## src/sbm_defines.vh

```
// Constants for the single cycle byte multiplier
`ifndef SBM_DEFINES_VH
`define SBM_DEFINES_VH
`define SBM_OPERAND_W 8
`define SBM_PRODUCT_W 16
`define SBM_HIGH_MSB 15
`define SBM_HIGH_LSB 8
`define SBM_LOW_MSB 7
`define SBM_LOW_LSB 0
`define SBM_PRODUCT_HIGH_RST 8'h00
`define SBM_PRODUCT_LOW_RST 8'h00
`define SBM_STATUS_W 8
`define SBM_STATUS_RST 8'h00
`define SBM_OP_NONE 2'h0
`define SBM_OP_MUL_FILE 2'h1
`define SBM_OP_MUL_LIT 2'h2
`define SBM_OP_WRITE 2'h3
`endif

```

## src/sbm_array_mult.v

```verilog
// Combinational 8 by 8 unsigned array multiplier
`timescale 1ns/1ps
`default_nettype none
`include "sbm_defines.vh"
module sbm_array_mult (
   input wire [`SBM_OPERAND_W-1:0] operand_a,
   input wire [`SBM_OPERAND_W-1:0] operand_b,
   output wire [`SBM_PRODUCT_W-1:0] product
);
   function [`SBM_PRODUCT_W-1:0] sbm_mul;
      input [`SBM_OPERAND_W-1:0] a;
      input [`SBM_OPERAND_W-1:0] b;
      integer i;
      reg [`SBM_PRODUCT_W-1:0] acc;
      begin
         acc = {`SBM_PRODUCT_W{1'b0}};
         for (i = 0; i < `SBM_OPERAND_W; i = i + 1) begin
            if (b[i]) begin
               acc = acc + ({8'h00, a} << i);
            end
         end
         sbm_mul = acc;
      end
   endfunction

   // Full width, no truncation
   assign product = sbm_mul(operand_a, operand_b);
endmodule // sbm_array_mult
`default_nettype wire

```

## src/sbm_multiplier.v

```verilog
// Product register pair and multiply control inside the arithmetic unit
// Functional notes
// - Hardware 8x8 multiply in one cycle
// - Unsigned operands, full 16-bit product
// - High byte and low byte registers updated
// - Multiply leaves arithmetic status flags unchanged
`timescale 1ns/1ps
`default_nettype none
`include "sbm_defines.vh"
module sbm_multiplier (
   input wire sys_clk,
   input wire rst,
   input wire [1:0] op_sel,
   input wire [`SBM_OPERAND_W-1:0] working_register,
   input wire [`SBM_OPERAND_W-1:0] operand_file,
   input wire [`SBM_OPERAND_W-1:0] operand_literal,
   input wire write_high,
   input wire write_low,
   input wire [`SBM_OPERAND_W-1:0] write_data,
   input wire status_write,
   input wire [`SBM_STATUS_W-1:0] status_in,
   output reg [`SBM_OPERAND_W-1:0] product_high_byte,
   output reg [`SBM_OPERAND_W-1:0] product_low_byte,
   output reg [`SBM_STATUS_W-1:0] arith_status_reg,
   output wire mul_busy
);
   reg [`SBM_OPERAND_W-1:0] second_operand;
   wire [`SBM_PRODUCT_W-1:0] product;
   wire do_mul;
   wire load_high;
   wire load_low;
   wire status_load;
   wire [`SBM_OPERAND_W-1:0] mul_high;
   wire [`SBM_OPERAND_W-1:0] mul_low;
   reg [`SBM_OPERAND_W-1:0] next_product_high_byte;
   reg [`SBM_OPERAND_W-1:0] next_product_low_byte;
   reg [`SBM_STATUS_W-1:0] next_arith_status_reg;

   // Either multiply form
   function sbm_is_mul;
      input [1:0] op;
      begin
         case (op)
            `SBM_OP_NONE: begin
               sbm_is_mul = 1'b0;
            end
            `SBM_OP_MUL_FILE: begin
               sbm_is_mul = 1'b1;
            end
            `SBM_OP_MUL_LIT: begin
               sbm_is_mul = 1'b1;
            end
            `SBM_OP_WRITE: begin
               sbm_is_mul = 1'b0;
            end
            default: begin
               sbm_is_mul = 1'b0;
            end
         endcase
      end
   endfunction

   // Direct write strobe for one byte
   function sbm_byte_load;
      input [1:0] op;
      input strobe;
      begin
         case (op)
            `SBM_OP_NONE: begin
               sbm_byte_load = 1'b0;
            end
            `SBM_OP_MUL_FILE: begin
               sbm_byte_load = 1'b0;
            end
            `SBM_OP_MUL_LIT: begin
               sbm_byte_load = 1'b0;
            end
            `SBM_OP_WRITE: begin
               sbm_byte_load = strobe;
            end
            default: begin
               sbm_byte_load = 1'b0;
            end
         endcase
      end
   endfunction

   // Second operand for the selected form
   function [`SBM_OPERAND_W-1:0] sbm_pick_operand;
      input [1:0] op;
      input [`SBM_OPERAND_W-1:0] file_val;
      input [`SBM_OPERAND_W-1:0] lit_val;
      begin
         case (op)
            `SBM_OP_NONE: begin
               sbm_pick_operand = file_val;
            end
            `SBM_OP_MUL_FILE: begin
               sbm_pick_operand = file_val;
            end
            `SBM_OP_MUL_LIT: begin
               sbm_pick_operand = lit_val;
            end
            `SBM_OP_WRITE: begin
               sbm_pick_operand = file_val;
            end
            default: begin
               sbm_pick_operand = file_val;
            end
         endcase
      end
   endfunction

   // Operation decode
   assign do_mul = sbm_is_mul(op_sel);
   assign load_high = sbm_byte_load(op_sel, write_high);
   assign load_low = sbm_byte_load(op_sel, write_low);
   assign status_load = status_write && !do_mul;

   // Literal or file operand
   always @* begin
      second_operand = sbm_pick_operand(op_sel, operand_file, operand_literal);
   end

   // Never stalls
   assign mul_busy = 1'b0;

   sbm_array_mult u_mult (
      .operand_a(working_register),
      .operand_b(second_operand),
      .product(product)
   );

   // Full product split into its two bytes
   assign mul_high = product[`SBM_HIGH_MSB:`SBM_HIGH_LSB];
   assign mul_low = product[`SBM_LOW_MSB:`SBM_LOW_LSB];

   // High byte: multiply or direct write
   always @* begin
      next_product_high_byte = product_high_byte;
      case (op_sel)
         `SBM_OP_NONE: begin
            next_product_high_byte = product_high_byte;
         end
         `SBM_OP_MUL_FILE: begin
            next_product_high_byte = mul_high;
         end
         `SBM_OP_MUL_LIT: begin
            next_product_high_byte = mul_high;
         end
         `SBM_OP_WRITE: begin
            if (load_high) begin
               next_product_high_byte = write_data;
            end
         end
         default: begin
            next_product_high_byte = product_high_byte;
         end
      endcase
   end

   // Low byte: multiply or direct write
   always @* begin
      next_product_low_byte = product_low_byte;
      case (op_sel)
         `SBM_OP_NONE: begin
            next_product_low_byte = product_low_byte;
         end
         `SBM_OP_MUL_FILE: begin
            next_product_low_byte = mul_low;
         end
         `SBM_OP_MUL_LIT: begin
            next_product_low_byte = mul_low;
         end
         `SBM_OP_WRITE: begin
            if (load_low) begin
               next_product_low_byte = write_data;
            end
         end
         default: begin
            next_product_low_byte = product_low_byte;
         end
      endcase
   end

   // Status only changes on its own write, never by a multiply
   always @* begin
      if (status_load) begin
         next_arith_status_reg = status_in;
      end else begin
         next_arith_status_reg = arith_status_reg;
      end
   end

   // High product byte, readable next cycle
   always @(posedge sys_clk) begin
      if (rst) begin
         product_high_byte <= `SBM_PRODUCT_HIGH_RST;
      end else begin
         product_high_byte <= next_product_high_byte;
      end
   end

   // Low product byte, readable next cycle
   always @(posedge sys_clk) begin
      if (rst) begin
         product_low_byte <= `SBM_PRODUCT_LOW_RST;
      end else begin
         product_low_byte <= next_product_low_byte;
      end
   end

   // Status register
   always @(posedge sys_clk) begin
      if (rst) begin
         arith_status_reg <= `SBM_STATUS_RST;
      end else begin
         arith_status_reg <= next_arith_status_reg;
      end
   end
endmodule // sbm_multiplier
`default_nettype wire

```

## config.mk

```make
export PLATFORM = sky130hd
export DESIGN_NAME = sbm_multiplier
export DESIGN_NICKNAME = d
export VERILOG_FILES = /design/src/sbm_array_mult.v /design/src/sbm_multiplier.v
export VERILOG_INCLUDE_DIRS = /design/src
export SDC_FILE = /design/constraint.sdc
export NUM_CORES = 1
export LEC_CHECK = 0
export BUFFER_PORTS_ARGS = -buffer_cell sky130_fd_sc_hd__buf_2
export CAP_MARGIN = 10
export CORE_ASPECT_RATIO = 1.5
export CORE_MARGIN = 5
export CORE_UTILIZATION = 32
export CTS_BUF_LIST = sky130_fd_sc_hd__clkbuf_2
export DETAILED_ROUTE_END_ITERATION = 10
export GPL_TIMING_DRIVEN = 0
export PLACE_DENSITY = 0.55
export REMOVE_ABC_BUFFERS = 1
export SYNTH_ARGS = -nofsm -noshare
export SYNTH_HDL_FRONTEND = slang
export SYNTH_HIERARCHICAL = 1
export SYNTH_SLANG_ARGS = --single-unit
```

## constraint.sdc

```tcl
create_clock -name sys_clk -period 10.5 [get_ports sys_clk]
set_clock_uncertainty 0.2 [all_clocks]
set_input_delay 1.05 -clock sys_clk [delete_from_list [all_inputs] [get_ports sys_clk]]
set_output_delay 1.05 -clock sys_clk [all_outputs]
set_load 0.05 [all_outputs]
```

==> flow_summary.toml <==
[clock_network]
htreeDepth = 1
insertion_delay_ns = 0.34
cts_sinks = 24
clockBufferDepth = 2
cts_buffers = 3
cts_root_buffer = "clkbuf_2"
cts.clk_slew.worst_paths_ns = 0.24
cts_tree = "yes"

[outcome]
status = "finished clean"

[critical_path]
r2r-end = "product_high_byte[0]"
critPathLaunchType = "input pin"
cp_top_family = "compound AO/OA/AOI/OAI gates"
r2r_cells = 2
worst_ep_required_time_ns = 10.60
max_stage_delay_ns = 0.36
worstSetupPathType = "input pin to flip-flop"
cp_slowest_cell = "or3_1"
path_buf_inv = 3
cp_common_cell = "ha_1"
endpoint_kind = "flip-flop"
r2r_slack_ns = 9.60
reg2reg_from = "product_high_byte[0]"
worst-endpoint-arrival_ns = 10.23
crit_fanout = 6

[timing]
setup_violations = 0
finalCritPeriodShare_pct = 96.4
tightest_slew_ns = 0.977
fmax_mhz = 98.8
relSlewSlack_pct = 34.9
finalCriticalPeriod_ns = 10.13
setup_ws_ns = 0.374
drv_slew = 0
finalHoldViolCount = 0

[synth]
synthCells = 559
synth_seq_cells = 24
synth-seq-area-share_pct = 10.7
syn_area_um2 = 4500
synth_enable_flop_cells = 0
syn_avg_cell_area_um2 = 8.05
yosysMostFrequentCell = "ha_1"
yosys_warnings = 6
synthTopCellsByArea = "ha_1, dfxtp_1, mux2i_1"
yosys.area.top_type = "ha_1"
yosysTopAreaCellShare_pct = 17.8
async_flop_share_pct = 0
synthTopCellsByCount = "ha_1, a21oi_1, o21ai_0, nor2_1, mux2i_1"
synthFlopType = "dfxtp_1"
ys_types = 67

[hold_path]
worstHoldStart = "product_low_byte[0]"
min_to = "product_low_byte[0]"
hold_class = "flip-flop to flip-flop"
hold_depth = 2

[drt]
ant_nets = 0
wl_per_cell_um = 16.6
via_per_inst = 5.57
drt-initial-drc-count = 152
drcViolationCount = 0
vias = 4375
finalWirelength_um = 13100
first_pass_iters = 4

[power]
power_frac_comb_pct = 85.9
power-per-cell-area_nw_per_um2 = 241
clkPwrFrac_pct = 4.9
power_frac_seq_pct = 9.2
ir_worst_vdd_mv = 0.116
p_leak_uw = 0.00240
sw_frac_of_total_pct = 49.7
internal_power_uw = 639
finalPower_uw = 1270
switchingPower_uw = 632

[global_routing]
antenna_found_initial = 0
grt_pass1_vias = 4296
grt_pass1_wl_um = 20600
globalRoute.totalOverflow = 0
grtUsageTotal_pct = 14.7
grt_max_degree = 33

[final_layout]
n_fill_cell = 1487
final_nets = 739
drive_gt1_share_pct = 28.9
antennaDiodeCount = 0
design_area_um2 = 5280
syn_to_final_growth_pct = 17.3

[floorplan]
coreArea_um2 = 13900
die_w_um = 107
rows = 53
dieArea_um2 = 16600
die_y_um = 155
io_pins = 72
start_util_pct = 32.3

[placed_design]
dpl_worst_slack_ns = -1.02
place_congestion = 0.858
placed_area_um2 = 4900
place_hpwl_um = 10500
io_buffers = 70

[job]
maxCapViolCount = 0
==> how the worst max path moves through the flow <==
stage / end / start / cells after the start / slack, ns
2_1_floorplan: product_high_byte[5] / op_sel[0] / 45 / 0.51
3_3_place_gp: product_high_byte[6] / op_sel[0] / 45 / -0.88
3_5_place_dp: product_high_byte[6] / op_sel[0] / 47 / -1.02
4_1_cts: product_high_byte[5] / op_sel[0] / 49 / 0.005
5_1_grt: product_high_byte[5] / op_sel[0] / 51 / -0.08
6_report: product_high_byte[5] / op_sel[0] / 48 / 0.37
==> kinds of logic (layout without fill, tap and decap cells) <==
family | after synthesis | in the layout | synth area share (%)
buffers and inverters | 51 | 112 | 5.56
muxes | 64 | 64 | 15.2
xor gates and xnor gates | 29 | 29 | 5.65
AOI/OAI and AO/OA | 175 | 175 | 25.0
DFF | 24 | 24 | 10.7
other | 1 | 1 | 0.0833
adders and majority gates | 71 | 71 | 20.9
and+or+nand+nor | 144 | 144 | 16.9
==> per-stage QoR <==
stage	util, %	std cells	hold slack [ns]	setup TNS, ns
2_1_floorplan	-	534	0.500	0
4_1_cts	35.9	774	0.295	0
3_3_place_gp	35.2	769	0.255	-4.62
5_1_grt	37.9	785	0.314	-0.270
3_5_place_dp	35.2	769	0.266	-5.84
6_report	37.9	785	0.292	0
==> timing repair <==
action,4_1_cts,5_1_grt
resized for setup,13,44
pin swaps,1,17
hold buffers,0,0
setup endpoints to repair,7,8
setup buffers,1,11
endpoints found under the hold margin,0,0
==> final cells by class <==
cell class,instances,area [um^2],area share (%)
tap,165,206,3.91
inverter,26,97.6,1.85
clock inverter,1,30.0,0.569
multi-input combinational,484,4010,75.9
clock buffer,3,15.0,0.285
timing repair buffer,82,440,8.35
sequential,24,480,9.11
==> worst register-to-register path, delay by kind of cell (launching register included) <==
kind / cells / cell delay [ns]
AO/OA/AOI/OAI: 2 / 0.27
flip-flops: 1 / 0.39
==> routing by layer <==
layer | part of all wire (%) | global-route usage, % | up-vias
met1 | 40 | 17.1 | 2056
li1 | - | - | 2178
met2 | 54 | 28.2 | 122
met5 | 0 | 0 | -
met3 | 4.1 | 1.33 | 19
met4 | 2.2 | 4.45 | 0
==> cell usage in the layout, fill, tap and decap left out, drive strengths merged, types with 11 or more instances in the layout <==
cell   netlist  layout
a21oi       51      51
xnor2       20      20
ha          64      64
inv         26      26
o21a        13      13
nor2b       13      13
mux2        30      30
dfxtp       24      24
mux2i       34      34
o21ai       42      42
buf          9      82
a21o        11      11
and2        11      11
nand2       24      24
or3         18      18
nor2        39      39
==> power by group through the flow <==
| stage | clock network (uW) | logic, uW | registers [uW] |
|---|---|---|---|
| floorplan | 0 | 694 | 181 |
| global placement | 0 | 945 | 119 |
| detailed placement | 0 | 966 | 119 |
| CTS | 63.0 | 982 | 117 |
| global route | 65.8 | 1200 | 119 |
| finish | 61.7 | 1090 | 117 |
(Power assumes the default switching activity.)
